==> src/hdl/channel_error_regs.vh <==
// Register offsets, field positions, reset values and outcome codes
`ifndef CHANNEL_ERROR_REGS_VH
`define CHANNEL_ERROR_REGS_VH

// =====================================================================
// Register byte offsets
`define CE_CTRL_OFFSET 12'h000
`define CE_WIDE_OFFSET 12'h004
`define CE_STATUS_OFFSET 12'h008
`define CE_COUNT_OFFSET 12'h00c
`define CE_CMD_OFFSET 12'h010

// =====================================================================
// Control register fields
`define CE_CTRL_SWITCH_BIT 0
`define CE_CTRL_HOLDSET_BIT 1
`define CE_CTRL_RUN_BIT 2
`define CE_CTRL_BASIC_BIT 3
`define CE_CTRL_WIDTH 4

// Control reset values: shutdown switch on, reset setting, run policy
`define CE_SWITCH_RESET 1'b1
`define CE_HOLDSET_RESET 1'b0
`define CE_RUN_RESET 1'b1
`define CE_BASIC_RESET 1'b0

// =====================================================================
// Status register fields
`define CE_STAT_ERR_BIT 0
`define CE_STAT_CONN_BIT 1
`define CE_STAT_CONTA_BIT 2
`define CE_STAT_CONTB_BIT 3
`define CE_STAT_OUT_LSB 4
`define CE_STAT_LOCAL_BIT 6
`define CE_STAT_REMOTE_BIT 7
`define CE_STAT_MULTI_BIT 8

// =====================================================================
// Output module outcome codes
`define CE_OUT_NORMAL 2'h0
`define CE_OUT_SHUTDOWN 2'h1
`define CE_OUT_HOLD 2'h2

// Counter width for detected errors
`define CE_COUNT_WIDTH 16

`endif

==> src/hdl/channel_error_output_shutdown.v <==
// Channel error output shutdown controller with APB registers
// Function
// - Shutdown enabled and channel error seen: affected outputs go off at once.
// - A detected channel error is passed on to the other channel units.
// - Shutdown switch works only with a single CPU; treated as off in multi-CPU systems.
// - Basic CPU types: shutdown applies only to modules of 32 points or less.
// - Stations still linked to master are upstream and behave like the master.
// - Cut-off stations hold, except shutdown switch with reset setting: those shut down.
// - Hold switch upstream: stop policy shuts down or holds per setting; run continues.
// - Shutdown switch upstream: reset shuts down; hold holds on stop, runs on run.
// - Contact A closes, B opens when the switch is set, or on shutdown or hold while connected.
// - Hold selected and channel secured: station keeps running under run policy.
`timescale 1ns/1ps
`include "channel_error_regs.vh"
module channel_error_output_shutdown #(
  parameter NUM_MODULES = 8
) (
  input wire core_clk,
  input wire rstn,
  input wire psel,
  input wire penable,
  input wire pwrite,
  input wire [11:0] paddr,
  input wire [31:0] pwdata,
  input wire [3:0] pstrb,
  output reg [31:0] prdata,
  output reg pready,
  output reg pslverr,
  input wire localChannelError,
  input wire remoteChannelError,
  input wire connectedToMaster,
  input wire multiCpu,
  output reg channelErrorOut,
  output reg [2*NUM_MODULES-1:0] moduleCmd,
  output reg fault_contact_a,
  output reg fault_contact_b
);

  // ===================================================================
  // Control and configuration registers
  reg switch_q;
  reg switch_d;
  reg holdSet_q;
  reg holdSet_d;
  reg policyRun_q;
  reg policyRun_d;
  reg basicCpu_q;
  reg basicCpu_d;
  reg [NUM_MODULES-1:0] wideMask_q;
  reg [NUM_MODULES-1:0] wideMask_d;
  reg [`CE_COUNT_WIDTH-1:0] errCount_q;
  reg [`CE_COUNT_WIDTH-1:0] errCount_d;

  // ===================================================================
  // APB access decode
  wire access;
  wire writeDone;
  wire readPhase;
  wire hitCtrl;
  wire hitWide;
  wire hitStatus;
  wire hitCount;
  wire hitCmd;
  wire mapped;
  wire clearReq;
  wire countClear;

  assign access = psel & penable;
  assign writeDone = access & pready & pwrite & ~pslverr;
  assign readPhase = access & ~pready;
  assign hitCtrl = (paddr == `CE_CTRL_OFFSET);
  assign hitWide = (paddr == `CE_WIDE_OFFSET);
  assign hitStatus = (paddr == `CE_STATUS_OFFSET);
  assign hitCount = (paddr == `CE_COUNT_OFFSET);
  assign hitCmd = (paddr == `CE_CMD_OFFSET);
  assign mapped = hitCtrl | hitWide | hitStatus | hitCount | hitCmd;
  assign clearReq = writeDone & hitStatus & pstrb[0] & pwdata[`CE_STAT_ERR_BIT];
  assign countClear = writeDone & hitCount & pstrb[0];

  // ===================================================================
  // Error tracking and propagation
  wire errorActive;
  wire localSeen;
  wire remoteSeen;
  wire newError;

  channel_error_tracker tracker (
    .core_clk(core_clk),
    .rstn(rstn),
    .localError(localChannelError),
    .remoteError(remoteChannelError),
    .clearReq(clearReq),
    .errorActive(errorActive),
    .localSeen(localSeen),
    .remoteSeen(remoteSeen),
    .newError(newError)
  );

  // ===================================================================
  // Station outcome
  wire effSwitch;
  wire [1:0] stationOutcome;
  wire contactA;

  assign effSwitch = switch_q & ~multiCpu;

  outcome_table table_inst (
    .errorActive(errorActive),
    .connected(connectedToMaster),
    .switchOn(effSwitch),
    .holdSetting(holdSet_q),
    .policyRun(policyRun_q),
    .outcome(stationOutcome),
    .contactA(contactA)
  );

  // ===================================================================
  // Per module command with width limit
  wire [2*NUM_MODULES-1:0] cmdNext;

  genvar m;
  generate
    for (m = 0; m < NUM_MODULES; m = m + 1) begin : gModule
      wire limited;
      assign limited = basicCpu_q & wideMask_q[m] & (stationOutcome == `CE_OUT_SHUTDOWN);
      assign cmdNext[2*m+1:2*m] = limited ? `CE_OUT_HOLD : stationOutcome;
    end
  endgenerate

  // ===================================================================
  // Register next values
  always @* begin
    switch_d = switch_q;
    holdSet_d = holdSet_q;
    policyRun_d = policyRun_q;
    basicCpu_d = basicCpu_q;
    wideMask_d = wideMask_q;
    errCount_d = errCount_q;
    if (writeDone && hitCtrl && pstrb[0]) begin
      switch_d = pwdata[`CE_CTRL_SWITCH_BIT];
      holdSet_d = pwdata[`CE_CTRL_HOLDSET_BIT];
      policyRun_d = pwdata[`CE_CTRL_RUN_BIT];
      basicCpu_d = pwdata[`CE_CTRL_BASIC_BIT];
    end
    if (writeDone && hitWide) begin
      wideMask_d = pwdata[NUM_MODULES-1:0];
    end
    if (newError) begin
      errCount_d = errCount_q + {{(`CE_COUNT_WIDTH-1){1'b0}}, 1'b1};
    end else if (countClear) begin
      errCount_d = {`CE_COUNT_WIDTH{1'b0}};
    end
  end

  // ===================================================================
  // Read data mux
  reg [31:0] readData;

  always @* begin
    readData = 32'h00000000;
    case (1'b1)
      hitCtrl: begin
        readData[`CE_CTRL_SWITCH_BIT] = switch_q;
        readData[`CE_CTRL_HOLDSET_BIT] = holdSet_q;
        readData[`CE_CTRL_RUN_BIT] = policyRun_q;
        readData[`CE_CTRL_BASIC_BIT] = basicCpu_q;
      end
      hitWide: begin
        readData[NUM_MODULES-1:0] = wideMask_q;
      end
      hitStatus: begin
        readData[`CE_STAT_ERR_BIT] = errorActive;
        readData[`CE_STAT_CONN_BIT] = connectedToMaster;
        readData[`CE_STAT_CONTA_BIT] = fault_contact_a;
        readData[`CE_STAT_CONTB_BIT] = fault_contact_b;
        readData[`CE_STAT_OUT_LSB+1:`CE_STAT_OUT_LSB] = stationOutcome;
        readData[`CE_STAT_LOCAL_BIT] = localSeen;
        readData[`CE_STAT_REMOTE_BIT] = remoteSeen;
        readData[`CE_STAT_MULTI_BIT] = multiCpu;
      end
      hitCount: begin
        readData[`CE_COUNT_WIDTH-1:0] = errCount_q;
      end
      hitCmd: begin
        readData[2*NUM_MODULES-1:0] = moduleCmd;
      end
      default: begin
        readData = 32'h00000000;
      end
    endcase
  end

  // ===================================================================
  // Registers and outputs
  always @(posedge core_clk) begin
    if (!rstn) begin
      switch_q <= `CE_SWITCH_RESET;
      holdSet_q <= `CE_HOLDSET_RESET;
      policyRun_q <= `CE_RUN_RESET;
      basicCpu_q <= `CE_BASIC_RESET;
      wideMask_q <= {NUM_MODULES{1'b0}};
      errCount_q <= {`CE_COUNT_WIDTH{1'b0}};
      prdata <= 32'h00000000;
      pready <= 1'b0;
      pslverr <= 1'b0;
      channelErrorOut <= 1'b0;
      moduleCmd <= {2*NUM_MODULES{1'b0}};
      fault_contact_a <= 1'b0;
      fault_contact_b <= 1'b1;
    end else begin
      switch_q <= switch_d;
      holdSet_q <= holdSet_d;
      policyRun_q <= policyRun_d;
      basicCpu_q <= basicCpu_d;
      wideMask_q <= wideMask_d;
      errCount_q <= errCount_d;
      pready <= readPhase;
      pslverr <= readPhase & ~mapped;
      prdata <= (readPhase & ~pwrite) ? readData : 32'h00000000;
      channelErrorOut <= localChannelError | remoteChannelError | errorActive;
      moduleCmd <= cmdNext;
      fault_contact_a <= contactA;
      fault_contact_b <= ~contactA;
    end
  end

endmodule // channel_error_output_shutdown

==> src/hdl/channel_error_tracker.v <==
// Sticky channel error latch with local and propagated sources
`timescale 1ns/1ps
module channel_error_tracker (
  input wire core_clk,
  input wire rstn,
  input wire localError,
  input wire remoteError,
  input wire clearReq,
  output reg errorActive,
  output reg localSeen,
  output reg remoteSeen,
  output wire newError
);

  // ===================================================================
  // Rising edge of the OR of both error sources
  reg anyPrev_q;
  wire anyError;

  assign anyError = localError | remoteError;
  assign newError = anyError & ~anyPrev_q;

  // ===================================================================
  // Sticky flags, a new event wins over a clear
  always @(posedge core_clk) begin
    if (!rstn) begin
      anyPrev_q <= 1'b0;
      errorActive <= 1'b0;
      localSeen <= 1'b0;
      remoteSeen <= 1'b0;
    end else begin
      anyPrev_q <= anyError;
      errorActive <= anyError | (errorActive & ~clearReq);
      localSeen <= localError | (localSeen & ~clearReq);
      remoteSeen <= remoteError | (remoteSeen & ~clearReq);
    end
  end

endmodule // channel_error_tracker

==> src/hdl/outcome_table.v <==
// Output outcome and fault contact decision for one station
`timescale 1ns/1ps
`include "channel_error_regs.vh"
module outcome_table (
  input wire errorActive,
  input wire connected,
  input wire switchOn,
  input wire holdSetting,
  input wire policyRun,
  output reg [1:0] outcome,
  output reg contactA
);

  // ===================================================================
  // Decision table
  always @* begin
    outcome = `CE_OUT_NORMAL;
    contactA = 1'b0;
    if (errorActive) begin
      if (connected) begin
        if (switchOn) begin
          if (!holdSetting) begin
            outcome = `CE_OUT_SHUTDOWN;
          end else if (!policyRun) begin
            outcome = `CE_OUT_HOLD;
          end else begin
            outcome = `CE_OUT_NORMAL;
          end
          contactA = 1'b1;
        end else begin
          if (policyRun) begin
            outcome = `CE_OUT_NORMAL;
            contactA = 1'b0;
          end else begin
            outcome = holdSetting ? `CE_OUT_HOLD : `CE_OUT_SHUTDOWN;
            contactA = 1'b1;
          end
        end
      end else begin
        if (switchOn && !holdSetting) begin
          outcome = `CE_OUT_SHUTDOWN;
        end else begin
          outcome = `CE_OUT_HOLD;
        end
        contactA = switchOn;
      end
    end
  end

endmodule // outcome_table

==> config.mk <==
export PLATFORM = sky130hd
export DESIGN_NAME = channel_error_output_shutdown
export DESIGN_NICKNAME = d
export VERILOG_FILES = /design/src/hdl/channel_error_output_shutdown.v /design/src/hdl/channel_error_tracker.v /design/src/hdl/outcome_table.v
export VERILOG_INCLUDE_DIRS = /design/src /design/src/hdl
export SDC_FILE = /design/constraint.sdc
export NUM_CORES = 1
export LEC_CHECK = 0
export BUFFER_PORTS_ARGS = -buffer_cell sky130_fd_sc_hd__buf_2
export CORE_MARGIN = 3
export CORE_UTILIZATION = 54
export CTS_CLUSTER_SIZE = 20
export DETAILED_ROUTE_END_ITERATION = 10
export PLACE_DENSITY = 0.92
export REMOVE_ABC_BUFFERS = 1
export SLEW_MARGIN = 20
export SYNTH_ARGS = -nofsm -noshare
export SYNTH_HDL_FRONTEND = slang
export SYNTH_HIERARCHICAL = 1
export SYNTH_SLANG_ARGS = --single-unit
export TNS_END_PERCENT = 100
==> constraint.sdc <==
create_clock -name core_clk -period 5.35 [get_ports core_clk]
set_input_delay 0.8025 -clock core_clk [delete_from_list [all_inputs] [get_ports core_clk]]
set_output_delay 0.8025 -clock core_clk [all_outputs]
set_load 0.05 [all_outputs]
Yosys cells after proc, flatten, opt, wreduce, memory -nomap -nowiden
Index checks and enable logic that the tools add are counted.
W data, S select, Z words.
{"block": "word_totals", "reg_bits": 85, "inputBits": 57, "output_inout_bits": 53, "word_cells": 142}
{"block": "classes", "n_addsub": 1, "eq_ne": 5, "muxes": 36, "bitwise_logic": 52, "n_reduce_logical": 19}
{"cell": "$mux W4", "n": 9}
{"cell": "$and A1 B1 Y1", "n": 33}
{"cell": "$mux W16", "n": 2}
{"cell": "$mux W2", "n": 16}
{"cell": "$eq A12 B4 Y1 const B", "n": 2}
{"cell": "$add A16 B1 Y16 const B", "n": 1}
{"cell": "$reduce_or A2 Y1", "n": 8}
{"cell": "$mux W7", "n": 2}
{"cell": "$eq A12 B3 Y1 const B", "n": 1}
{"cell": "$eq A12 B5 Y1 const B", "n": 1}
{"cell": "$logic_not A12 Y1", "n": 1}
{"cell": "$not A1 Y1", "n": 10}
{"cell": "$or A1 B1 Y1", "n": 9}
{"cell": "$mux W1", "n": 7}
{"cell": "$reduce_or A5 Y1", "n": 1}
{"cell": "$logic_and A1 B1 Y1", "n": 4}
{"cell": "$reduce_or A4 Y1", "n": 1}
{"cell": "$reduce_or A3 Y1", "n": 1}
{"cell": "$eq A2 B1 Y1 const B", "n": 1}
{"cell": "$reduce_and A2 Y1", "n": 1}
{"cell": "$reduce_bool A2 Y1", "n": 1}
{"cell": "$logic_not A1 Y1", "n": 1}

Depth between registers and ports, before layout
Gate-level depths: netlist of the first run.
{"block": "logic_depth", "depth_word": 10, "depth_mapped": 9, "depth_no_buf": 6}

Modules after synthesis
Netlist of the first run, hierarchy kept.
{"mod": "channel_error_output_shutdown", "instances": 1, "cells_each": 336, "area_each_um2": 2961.6, "seq_area_each_um2": 1301.2}
{"mod": "channel_error_tracker", "instances": 1, "cells_each": 13, "area_each_um2": 142.6, "seq_area_each_um2": 80.1}
{"mod": "outcome_table", "instances": 1, "cells_each": 7, "area_each_um2": 53.8, "seq_area_each_um2": 0.0}

Worst setup path after synthesis of the first run
No wires, ideal clock.
{"block": "synth_timing", "kind": "input-to-reg", "startpoint": "input port paddr[9]", "endpoint": "register wideMask_q[0]", "setup_time_ns": 0.072, "arrival_ns": 2.421, "t_required_ns": 5.278, "slack_ns": 2.858, "cell_stages": 5, "n_path_buf": 1, "cell_sequence": "or4_1 nor4_1 and4_1 buf_6 mux2i_1"}
{"block": "synth_between", "elab_chain_len": 2}
{"element": "start: declaration", "line_no": "channel_error_output_shutdown.v:23", "rtl": "input wire [11:0] paddr,"}
{"element": "$eq A12 B3 Y1 (no source line)"}
{"element": "$logic_and A1 B1 Y1", "line_no": "channel_error_output_shutdown.v:145", "rtl": "if (writeDone && hitWide) begin"}
{"element": "end signal: assignment", "line_no": "channel_error_output_shutdown.v:201", "rtl": "wideMask_q <= {NUM_MODULES{1'b0}};"}
{"element": "end signal: assignment", "line_no": "channel_error_output_shutdown.v:215", "rtl": "wideMask_q <= wideMask_d;"}
{"element": "end: declaration", "line_no": "channel_error_output_shutdown.v:49", "rtl": "reg [NUM_MODULES-1:0] wideMask_q;"}
Every way passes these cells.
A chain may end at the register's enable or synchronous reset.

Worst setup path in the final report of the first run
{"block": "layout_timing", "startpoint": "input port paddr[6]", "endpoint": "register wideMask_q[3]"}
Same word-level chain as after synthesis.

==> results by group, run 1 <==
Run status
  – Status: finished, final reports clean

Global routing
  – Remaining Overflow, GRT: 0
  – Gr usage total: 0.250
  – Largest net degree at the start of global routing: 40
  – Vias in the first global route: about 2600
  – Global-route wire length before repair: between 10000 and 15000 um
  – Initial antenna violation count: 0

Power and ir drop
  – Static Leak: 1.53 nW
  – Reg power frac: 0.460
  – Max VDD drop: 0.236 mV
  – PwrDens: ~320 nW/um2
  – Net Sw Frac: 0.254
  – NetSw: 0.293 mW
  – Internal power: 0.863 mW
  – Clock power frac: 0.434
  – Comb pwr share: 0.106

Synthesis
  – Ys flop type: dfxtp_1
  – Synth Instances: ~360
  – Async S/R FF share, synth: 0
  – Main combinational cell family by area after synthesis: simple AND/OR/NAND/NOR gates
  – EDFF count, synth: 0
  – Adder-Cell Fraction of Synth Area: 0.00396
  – Seq/Total Area, Yosys: 0.437
  – Netlist Area Pre-Place: 3160 um2
  – Synth Area in XOR/XNOR: 0.0139
  – Yosys reg bits: 69
  – Mean Syn Cell Area: 8.87 um2
  – Multiplexer share of the synthesized area: 0.0590
  – Synth warn: 6
  – Compound-cell area share of the yosys netlist: 0.164
  – Synth Area in Simple Gates: 0.245
  – Netlist cell types: 56

Timing
  – Actual slew at the worst max-slew pin: 1090 ps
  – Post-route clock period utilization: 0.562
  – Setup TNS Final: 0 ps
  – Relative slew slack: 0.264
  – Final hold viol count: 0
  – Final Setup Violations: 0
  – Max Clk Rate: 332 MHz
  – Max Clock Skew: about 7.3 ps
  – Slew Limit Fails: 0
  – Post-route minimum period: 3010 ps
  – RSZ-0062 raised after global routing: no

Worst setup path
  – Critical path class: primary input to register
  – CP top delay family: simple AND/OR/NAND/NOR gates
  – Worst path arrival time: 3280 ps
  – Largest stage delay on the critical path: 930 ps
  – WP data required: between 5000 and 6000 ps
  – Critical path buffer and inverter count: 1
  – CP Launch Type: primary input
  – CP startpoint: paddr[6]
  – R2R Path Start: switch_q
  – CP Cell Sequence: buf_2 > or4_4 > nor4_1 > and4_1 > mux2i_1
  – R2R depth: 6
  – Maximum fanout along the worst path: 8
  – Crit path depth: 5
  – Worst path slowest cell: nor4_1
  – Worst Setup End Kind: register

Drt
  – DR vias: 2917
  – Detail Route Antenna Nets: 0
  – Vias/cell: 5.95
  – DRT Pass-1 Iters: 5
  – DRC Markers: 0
  – DRT Wirelength: 8090 um
  – Avg WL per Cell: 16.5 um
  – Initial DRC Count: 233

Final layout
  – Filler Cell Count: 420
  – Number of diodes: 0
  – FF/Latch Area: between 1000 and 1500 um2
  – Area of the multi-input gates: 1590 um2
  – Nets: 472
  – Final Non-Filler Cells: 490
  – Layout area overhead: 16.2%
  – Share of cells above drive strength 1: 0.222

Floorplanning
  – Die width: 82.5 um
  – Die area: ~7000 um2
  – Die Y: 82.5 um
  – Core ar.: between 5000 and 6000 um2
  – Initial core utilization: 0.567
  – Row cnt: 27
  – I/O Pins: 110

CTS
  – Sink Count: 69
  – TritonCTS clock tree: done
  – Total CTS buffers: 9
  – Root Buffer: clkbuf_8
  – Setup Buffers After CTS: 0
  – Worst-Skew Late Latency: between 300 and 400 ps
  – Clock H-tree levels: 3
  – Hold Buf Count CTS: 0
  – Clock slew at reported path FFs: roughly 70 ps
  – Longest Clk Path Bufs: 2
  – Resize count post-CTS: 0

Worst hold path
  – Min-delay worst type: register to register
  – Worst hold path stage count: 1
  – Min-delay src: wideMask_q[0]

Place
  – Dpl cells: around 480
  – Post-DP HPWL: 5800 um
  – Port bufs: 66
  – Routability Congestion: ~0.94

Run
  – Max Cap Viol: 0
-- cell families (layout without fill, tap and decap cells) --
kind of cell,Yosys count,after routing
AND/OR/NAND/NOR,143,143
AO/OA/AOI/OAI,76,76
flip-flops,69,69
buffers and inverters,43,90
multiplexers,18,18
XOR/XNOR,5,5
adder cells (fa/ha/maj),1,1
other,1,16
-- stage by stage --
| stage | power [mW] | setup WS [ps] | instance area, um2 | utilization | hold slack (ps) |
|---|---|---|---|---|---|
| 2_1_floorplan | 0.624 | 2690 | 3010 | - | 446 |
| 3_3_place_gp | 0.660 | 2210 | 3430 | 0.616 | 460 |
| 3_5_place_dp | 0.664 | 2070 | 3430 | 0.616 | 486 |
| 4_1_cts | 1.16 | 2400 | 3670 | 0.658 | 499 |
| 5_1_grt | 1.19 | 2250 | 3670 | 0.658 | 528 |
| 6_report | 1.16 | 2340 | 3670 | 0.658 | 504 |
-- synth_stat cells, types with 4 or more instances --
library cell | number | area share
dfxtp_1 | 69 | 0.44
nor2_1 | 34 | 0.040
nand2_1 | 28 | 0.033
a21oi_1 | 25 | 0.040
buf_4 | 16 | 0.038
clkbuf_1 | 13 | 0.015
mux2i_1 | 13 | 0.041
nand3_1 | 13 | 0.021
a22oi_1 | 12 | 0.029
nor2b_1 | 9 | 0.018
inv_1 | 8 | 0.0095
nor3_1 | 8 | 0.013
nand4_1 | 7 | 0.014
and3_1 | 6 | 0.012
nand2b_1 | 6 | 0.012
mux2_2 | 5 | 0.018
or3_1 | 5 | 0.0099
a211oi_1 | 4 | 0.0095
nor4_1 | 4 | 0.0079
o21a_1 | 4 | 0.0095
o21ai_0 | 4 | 0.0063
o22a_1 | 4 | 0.011
-- worst reg2reg max path, cell delays in order, from the launching register on --
cell and delay, ps:
dfxtp_1 360, nor2b_1 250, nor2_1 80, o21a_1 350, and3b_1 660, a21oi_1 160
nor2_1 140
-- layout make-up --
class / instances / share of cell area
Timing Repair Buffer: 67 / 0.0921
Tap cell: 72 / 0.0245
Inverter: 8 / 0.00818
Clock buffer: 9 / 0.0338
Sequential cell: 69 / 0.376
Clock inverter: 6 / 0.0307
Multi-Input combinational cell: 259 / 0.434
-- cell usage in the layout, fill, tap and decap left out, types with 5 or more instances in the layout --
cell type / count
nor2b_1: 9
mux2i_1: 13
nand2b_1: 6
conb_1: 16
dfxtp_1: 69
mux2_2: 5
clkbuf_8: 9
or3_1: 5
nand4_1: 7
a22oi_1: 12
inv_1: 8
nor3_1: 8
a21oi_1: 25
nand2_1: 28
nand3_1: 13
buf_2: 66
nor2_1: 34
and3_1: 6
-- path summary, 6_finish.rpt --
kind,end,slack [ps]
worst max-delay path,wideMask_q[3],2340
worst min register to register,moduleCmd[0],500
worst max register to register,moduleCmd[9],3280
worst min-delay path,moduleCmd[0],500
-- power by group through the flow --
stage	registers [mW]	logic [mW]	clock network, mW
after CTS	0.532	0.121	0.504
after floorplan	0.562	0.0622	0
after detailed placement	0.544	0.120	0
after global routing	0.533	0.131	0.528
final	0.532	0.122	0.502
after global placement	0.543	0.117	0
-- per-layer routing --
| layer | share of wire | track usage | up-vias | wire [um] |
|---|---|---|---|---|
| li1 | - | - | 1359 | - |
| met1 | 0.40 | 0.308 | 1342 | 3240 |
| met2 | 0.47 | 0.400 | 190 | 3820 |
| met3 | 0.093 | 0.0575 | 26 | 755 |
| met4 | 0.034 | 0.138 | 0 | 273 |
| met5 | 0 | 0 | - | 0 |
-- registers in the layout, indices dropped and copies added (netlist names) --
register and count:
tracker/remoteSeen 1, pslverr 1, tracker/errorActive 1, wideMask_q 8, moduleCmd 16, errCount_q 16
tracker/localSeen 1, channelErrorOut 1, pready 1, holdSet_q 1, fault_contact_b 1, tracker/anyPrev_q 1
prdata 16, switch_q 1, basicCpu_q 1, policyRun_q 1, fault_contact_a 1
(Power assumes the default switching activity.)
==> inputs of run 2 (changes only) <==
--- a/config.mk
+++ b/config.mk
@@ -8,10 +8,10 @@
 export LEC_CHECK = 0
 export BUFFER_PORTS_ARGS = -buffer_cell sky130_fd_sc_hd__buf_2
 export CORE_MARGIN = 3
-export CORE_UTILIZATION = 54
+export CORE_UTILIZATION = 50
 export CTS_CLUSTER_SIZE = 20
 export DETAILED_ROUTE_END_ITERATION = 10
-export PLACE_DENSITY = 0.92
+export PLACE_DENSITY = 0.87
 export REMOVE_ABC_BUFFERS = 1
 export SLEW_MARGIN = 20
 export SYNTH_ARGS = -nofsm -noshare
==> constraint.sdc (replaced) <==
create_clock -name core_clk -period 3.1 [get_ports core_clk]
set_input_delay 0.465 -clock core_clk [delete_from_list [all_inputs] [get_ports core_clk]]
set_output_delay 0.465 -clock core_clk [all_outputs]
set_load 0.05 [all_outputs]
==> run 2 against run 1 <==
Setup slack got worse by 1400 ps. Critical endpoint is now errCount_q[13]. Hold slack got worse by 150 ps. Flip-flop and latch count unchanged. Combinational power is 75% higher. Final cell count up 1.4%. Wire length is essentially flat. Sequential power increased by 73%. Clock skew shrank 0.65 ps.
==> results by group, run 2 (same netlist as run 1, synthesis figures left out) <==
Run status
  – Status: finished, final reports clean

Drt
  – Avg WL per Cell: 16.3 um
  – DRT Wirelength: 8090 um
  – Vias/cell: between 5 and 6
  – Detail Route Antenna Nets: 0
  – DRC Markers: 0
  – DRT Pass-1 Iters: 5
  – Initial DRC Count: about 240
  – DR vias: 2896

Worst setup path
  – Worst R2R Setup Slack: 1140 ps
  – R2R Path Start: switch_q
  – End of the critical path: errCount_q[13]
  – Largest stage delay on the critical path: 580 ps
  – WP data required: 3320 ps
  – CP Launch Type: primary input
  – Worst Setup End Kind: register
  – CP top delay family: simple AND/OR/NAND/NOR gates
  – Crit path depth: 5
  – Critical path buffer and inverter count: 1
  – CP Cell Sequence: buf_2 > and3b_1 > nand4b_1 > o21ai_0 > o31ai_1
  – Maximum fanout along the worst path: 28
  – Worst path arrival time: about 2400 ps
  – Worst path slowest cell: o21ai_0
  – CP startpoint: paddr[2]
  – R2R depth: 6
  – Reg2reg end: moduleCmd[9]
  – Critical path class: primary input to register

CTS
  – Worst-Skew Late Latency: 350 ps
  – Hold Buf Count CTS: 0
  – TritonCTS clock tree: done
  – Clock slew at reported path FFs: approximately 70 ps
  – Resize count post-CTS: 0
  – Sink Count: 69
  – Longest Clk Path Bufs: 2
  – Total CTS buffers: 9
  – Clock H-tree levels: 3
  – Setup Buffers After CTS: 0
  – Root Buffer: clkbuf_8

Timing
  – Max Clk Rate: between 400 and 500 MHz
  – Max Clock Skew: approximately 6.6 ps
  – Actual slew at the worst max-slew pin: 747 ps
  – Worst setup margin: 940 ps
  – Relative slew slack: 0.500
  – Final Setup Violations: 0
  – Slew Limit Fails: 0
  – Post-route clock period utilization: 0.697
  – Post-route minimum period: 2160 ps
  – RSZ-0062 raised after global routing: no
  – Final hold viol count: 0
  – Setup TNS Final: 0 ps

Floorplanning
  – Die Y: 85.5 um
  – I/O Pins: 110
  – Die width: around 85 um
  – Die area: around 7300 um2
  – Core ar.: 6030 um2
  – Initial core utilization: 0.524
  – Row cnt: 28

Final layout
  – Most frequent cells in the layout: dfxtp_1 (69), buf_2 (66), nor2_1 (34)
  – Commonest non-fill, non-tap cell in the layout: dfxtp_1
  – Number of diodes: 0
  – Final Non-Filler Cells: roughly 500
  – Filler Cell Count: 544
  – Share of cells above drive strength 1: 0.230
  – Biggest regs: errCount_q x16, moduleCmd x16, prdata x16
  – Layout area overhead: 15.8%
  – Nets: 475

Place
  – Post-DP HPWL: 6000 um
  – Port bufs: between 60 and 70
  – Dpl cells: 481
  – Setup WS pre-CTS: about 550 ps
  – Routability Congestion: approximately 0.95

Global routing
  – Gr usage total: 0.230
  – Remaining Overflow, GRT: 0
  – Largest net degree at the start of global routing: 29
  – Vias in the first global route: 2806
  – Initial antenna violation count: 0
  – Global-route wire length before repair: around 13000 um

Worst hold path
  – Worst hold path stage count: 3
  – Min-delay worst type: primary input to register

Power and ir drop
  – PwrDens: 506 nW/um2
  – Max VDD drop: 0.384 mV
  – Static Leak: about 1.5 nW

Run
  – Max Cap Viol: 0
## run 2: cell count changes in the layout (fill, tap and decap cells not counted)
cell	change
clkinvlp_4	+2
buf_4	+3
nor3b_1	-1
clkbuf_1	+1
clkinv_2	+1
nor3b_2	+1
clkinv_4	-1
bufinv_16	-2
## run 2: worst min path at each step
stage / from / endpoint
2_1_floorplan: wideMask_q[0] / moduleCmd[0]
3_3_place_gp: wideMask_q[2] / moduleCmd[4]
3_5_place_dp: wideMask_q[1] / moduleCmd[2]
4_1_cts: pwdata[6] / wideMask_q[6]
5_1_grt: localChannelError / tracker/localSeen
6_report: pwdata[6] / wideMask_q[6]
## run 2: per-layer routing
layer / GRT usage / vias up / part of all wire
met3: 0.0553 / 18 / 0.087
met4: 0.119 / 0 / 0.024
met2: 0.375 / 160 / 0.48
met1: 0.282 / 1343 / 0.41
li1: - / 1375 / -
met5: 0 / - / 0
## run 2: power by group
part / switching (mW) / internal, mW / leakage (nW)
logic: 0.156 / 0.0575 / 0.872
registers: 0.0154 / 0.903 / 0.560
clock network: 0.349 / 0.370 / 0.0923
total: 0.520 / 1.33 / 1.52
## run 2: cell type report
cell class | count | area (um2) | share of cell area
Inverter | 8 | 30.0 | 0.00821
Clock inverter | 6 | 63.8 | 0.0175
Clock buffer | 10 | 128 | 0.0349
Multi-Input combinational cell | 259 | 1600 | 0.437
Tap cell | 75 | 93.8 | 0.0257
Sequential cell | 69 | 1380 | 0.378
Timing Repair Buffer | 70 | 360 | 0.0986
## run 2: worst reg2reg max path, stage by stage (launching register included)
cell and delay, ps:
dfxtp_1 350, nor2b_1 240, nor2_1 80, o21a_1 320, and3b_1 620, a21oi_1 150
nor2_1 130
## run 2: metrics by stage
| step | cell area [um2] | util | power, mW | hold slack, ps |
|---|---|---|---|---|
| global route | 3660 | 0.607 | 1.92 | 363 |
| CTS | 3660 | 0.607 | 1.85 | 339 |
| detailed placement | 3460 | 0.575 | 1.15 | 475 |
| floorplan | 3010 | - | 1.08 | 446 |
| global placement | 3460 | 0.574 | 1.14 | 466 |
| finish | 3660 | 0.607 | 1.85 | 350 |
==> inputs of run 3 (changes only) <==
--- a/config.mk
+++ b/config.mk
@@ -6,9 +6,10 @@
 export SDC_FILE = /design/constraint.sdc
 export NUM_CORES = 1
 export LEC_CHECK = 0
+export ABC_AREA = 1
 export BUFFER_PORTS_ARGS = -buffer_cell sky130_fd_sc_hd__buf_2
 export CORE_MARGIN = 3
-export CORE_UTILIZATION = 50
+export CORE_UTILIZATION = 51
 export CTS_CLUSTER_SIZE = 20
 export DETAILED_ROUTE_END_ITERATION = 10
 export PLACE_DENSITY = 0.87
==> constraint.sdc (replaced) <==
create_clock -name core_clk -period 2 [get_ports core_clk]
set_input_delay 0.3 -clock core_clk [delete_from_list [all_inputs] [get_ports core_clk]]
set_output_delay 0.3 -clock core_clk [all_outputs]
set_load 0.05 [all_outputs]
==> run 3 against run 2 <==
Die area grew 5.1%. Total power increased by 63%. Clock-buffer cell count unchanged. Critical path type is now register to register.
==> results by group, run 3 <==
Timing
  – Max Clock Skew: ~8.7 ps
  – Post-route minimum period: between 1500 and 2000 ps
  – Final hold viol count: 0
  – RSZ-0062 raised after global routing: no
  – Actual slew at the worst max-slew pin: about 560 ps
  – Post-route clock period utilization: 0.835
  – Max Clk Rate: 599 MHz
  – Relative slew slack: 0.624
  – Final Setup Violations: 0
  – Slew Limit Fails: 0
  – Setup TNS Final: 0 ps

Worst setup path
  – Most Frequent Cell on Critical Path: inv_1
  – CP Launch Type: register
  – Critical path class: register to register
  – Maximum fanout along the worst path: 9
  – Worst R2R Setup Slack: 330 ps
  – Reg2reg end: moduleCmd[9]
  – CP top delay family: simple AND/OR/NAND/NOR gates
  – WP data required: 2250 ps
  – Worst path arrival time: about 1900 ps
  – Worst Setup End Kind: register
  – Largest stage delay on the critical path: 320 ps
  – R2R depth: 10
  – Worst path slowest cell: dfxtp_1
  – Crit path depth: 10
  – Critical path buffer and inverter count: 4
  – R2R Path Start: switch_q
  – CP Cell Sequence: inv_1 > nor2_1 > inv_1 > o21ai_0 > nor2_2 > inv_1 > nand3_1 > nor2_1 > o21ai_0 > inv_1

CTS
  – Total CTS buffers: 9
  – Longest Clk Path Bufs: 2
  – Clock slew at reported path FFs: approximately 80 ps
  – Worst-Skew Late Latency: around 360 ps
  – Root Buffer: clkbuf_8
  – Clock H-tree levels: 3
  – TritonCTS clock tree: done
  – Sink Count: 69
  – Setup Buffers After CTS: 0

Synthesis
  – Ys flop type: dfxtp_1
  – EDFF count, synth: 0
  – Synth warn: 6
  – Post-synth top area cell: dfxtp_1
  – Async S/R FF share, synth: 0
  – Yosys reg bits: 69
  – Cell with the most instances after synthesis: nand2_1
  – Synth top area share: 0.406
  – Synth Instances: 509
  – Seq/Total Area, Yosys: 0.406
  – Mean Syn Cell Area: 6.68 um2
  – Netlist Area Pre-Place: 3400 um2
  – Synth top cells by count: nand2_1 (98), inv_1 (76), nor2_1 (70), dfxtp_1 (69), nand3_1 (51)
  – Synth area leaders: dfxtp_1 (41%), nand2_1 (11%), inv_1 (8.4%), nor2_1 (7.7%), nand3_1 (7.5%)
  – Netlist cell types: 29

Power and ir drop
  – Internal power: 2.21 mW
  – NetSw: 0.810 mW
  – Max VDD drop: 0.533 mV
  – Comb pwr share: 0.106
  – Tot Pwr: 3.02 mW
  – Static Leak: 2.03 nW
  – Clock power frac: 0.422
  – Reg power frac: 0.472
  – PwrDens: 751 nW/um2
  – Net Sw Frac: 0.268

Final layout
  – Biggest regs: errCount_q x16, moduleCmd x16, prdata x16
  – Share of cells above drive strength 1: 0.184
  – Layout area overhead: 18.2%
  – Most frequent cells in the layout: nand2_1 (98), inv_1 (76), nor2_1 (69), dfxtp_1 (69), buf_2 (66)
  – FF/Latch Area: 1380 um2
  – Nets: 641
  – Filler Cell Count: 574
  – Final instance area: 4020 um2
  – Number of diodes: 0
  – Area of the multi-input gates: roughly 1600 um2
  – Commonest non-fill, non-tap cell in the layout: nand2_1

Floorplanning
  – Core ar.: roughly 6400 um2
  – Initial core utilization: 0.529
  – Die width: roughly 88 um
  – Die area: 7680 um2
  – Die Y: 87.6 um
  – Row cnt: 29
  – I/O Pins: 110

Global routing
  – Remaining Overflow, GRT: 0
  – Gr usage total: 0.238
  – Vias in the first global route: 3039
  – Largest net degree at the start of global routing: 34
  – Initial antenna violation count: 0
  – Global-route wire length before repair: between 10000 and 15000 um

Worst hold path
  – Worst hold path stage count: 3
  – Min-delay worst type: primary input to register
  – Min-delay src: pwdata[4]
  – Hold path endpoint: wideMask_q[4]

Drt
  – DRT Pass-1 Iters: 5
  – Avg WL per Cell: 13.4 um
  – Initial DRC Count: about 330
  – Vias/cell: ~5.3
  – Detail Route Antenna Nets: 0
  – DR vias: 3509
  – DRT Wirelength: around 9000 um
  – DRC Markers: 0

Place
  – Area after DPL: around 3800 um2
  – Post-DP HPWL: approximately 6500 um
  – Port bufs: 66
  – Routability Congestion: around 0.94

Run status
  – Status: finished, final reports clean

Run
  – Max Cap Viol: 0
[run 3: changes by cell type after synthesis, moves of 8 or more]
cell     before  now
a22oi_1      12    0
inv_1         8   76
mux2i_1      13    0
nand2_1      28   98
nand3_1      13   51
nand4_1       7   15
nor2_1       34   70
nor2b_1       9    0
o21ai_0       4   40
[run 3: per-stage QoR]
| step | cells | hold WS, ps | util | setup slack (ps) |
|---|---|---|---|---|
| after floorplan | 491 | 382 | - | 244 |
| after global placement | 649 | 436 | 0.590 | 214 |
| after detailed placement | 649 | 462 | 0.590 | 205 |
| after CTS | 665 | 177 | 0.625 | 237 |
| after global routing | 665 | 189 | 0.626 | 58.8 |
| final | 665 | 172 | 0.626 | 329 |
[run 3: what timing repair did]
item                                   CTS  global route
hold buffers                             0             0
setup endpoints to repair                0             7
resized for setup                        0             1
endpoints found under the hold margin    0             0
[run 3: power by group through the flow]
stage                     clock network [mW]  logic, mW  registers, mW
final                                   1.27      0.321           1.42
after global routing                    1.34      0.344           1.43
after CTS                               1.28      0.317           1.42
after detailed placement                   0      0.316           1.46
after global placement                     0      0.310           1.45
after floorplan                            0      0.146           1.52
[run 3: worst max-delay path by stage]
stage	from	to
5_1_grt	switch_q	moduleCmd[1]
3_5_place_dp	paddr[9]	policyRun_q
4_1_cts	switch_q	moduleCmd[3]
2_1_floorplan	remoteChannelError	errCount_q[7]
6_report	switch_q	moduleCmd[9]
3_3_place_gp	paddr[9]	wideMask_q[3]
[run 3: cell type report]
type / count / area share
Clock inverter: 6 / 0.0215
Multi-Input combinational cell: 345 / 0.394
Inverter: 77 / 0.0719
Tap cell: 77 / 0.0240
Sequential cell: 69 / 0.344
Clock buffer: 10 / 0.0343
Timing Repair Buffer: 81 / 0.110
[run 3: kinds of logic (layout without fill, tap and decap cells)]
| group | Yosys count | in the layout | share of synthesized area |
|---|---|---|---|
| other | 1 | 16 | 0.00110 |
| flip-flops | 69 | 69 | 0.406 |
| AO/OA/AOI/OAI | 76 | 76 | 0.116 |
| adder cells (fa/ha/maj) | 1 | 1 | 0.00368 |
| AND/OR/NAND/NOR | 252 | 252 | 0.328 |
| buffers and inverters | 110 | 174 | 0.145 |
[run 3: per-layer routing]
layer	global-route usage	part of all wire	routed length, um	vias to the layer above
li1	-	-	-	1736
met2	0.384	0.47	4190	180
met5	0	0	0	-
met1	0.307	0.42	3760	1569
met3	0.0611	0.083	746	24
met4	0.0851	0.026	236	0
[run 3: worst register-to-register path, cell delays in order, from the launching register on]
cell and delay [ps]:
dfxtp_1 320, inv_1 80, nor2_1 40, inv_1 60, o21ai_0 90, nor2_2 300
inv_1 100, nand3_1 220, nor2_1 130, o21ai_0 180, inv_1 50
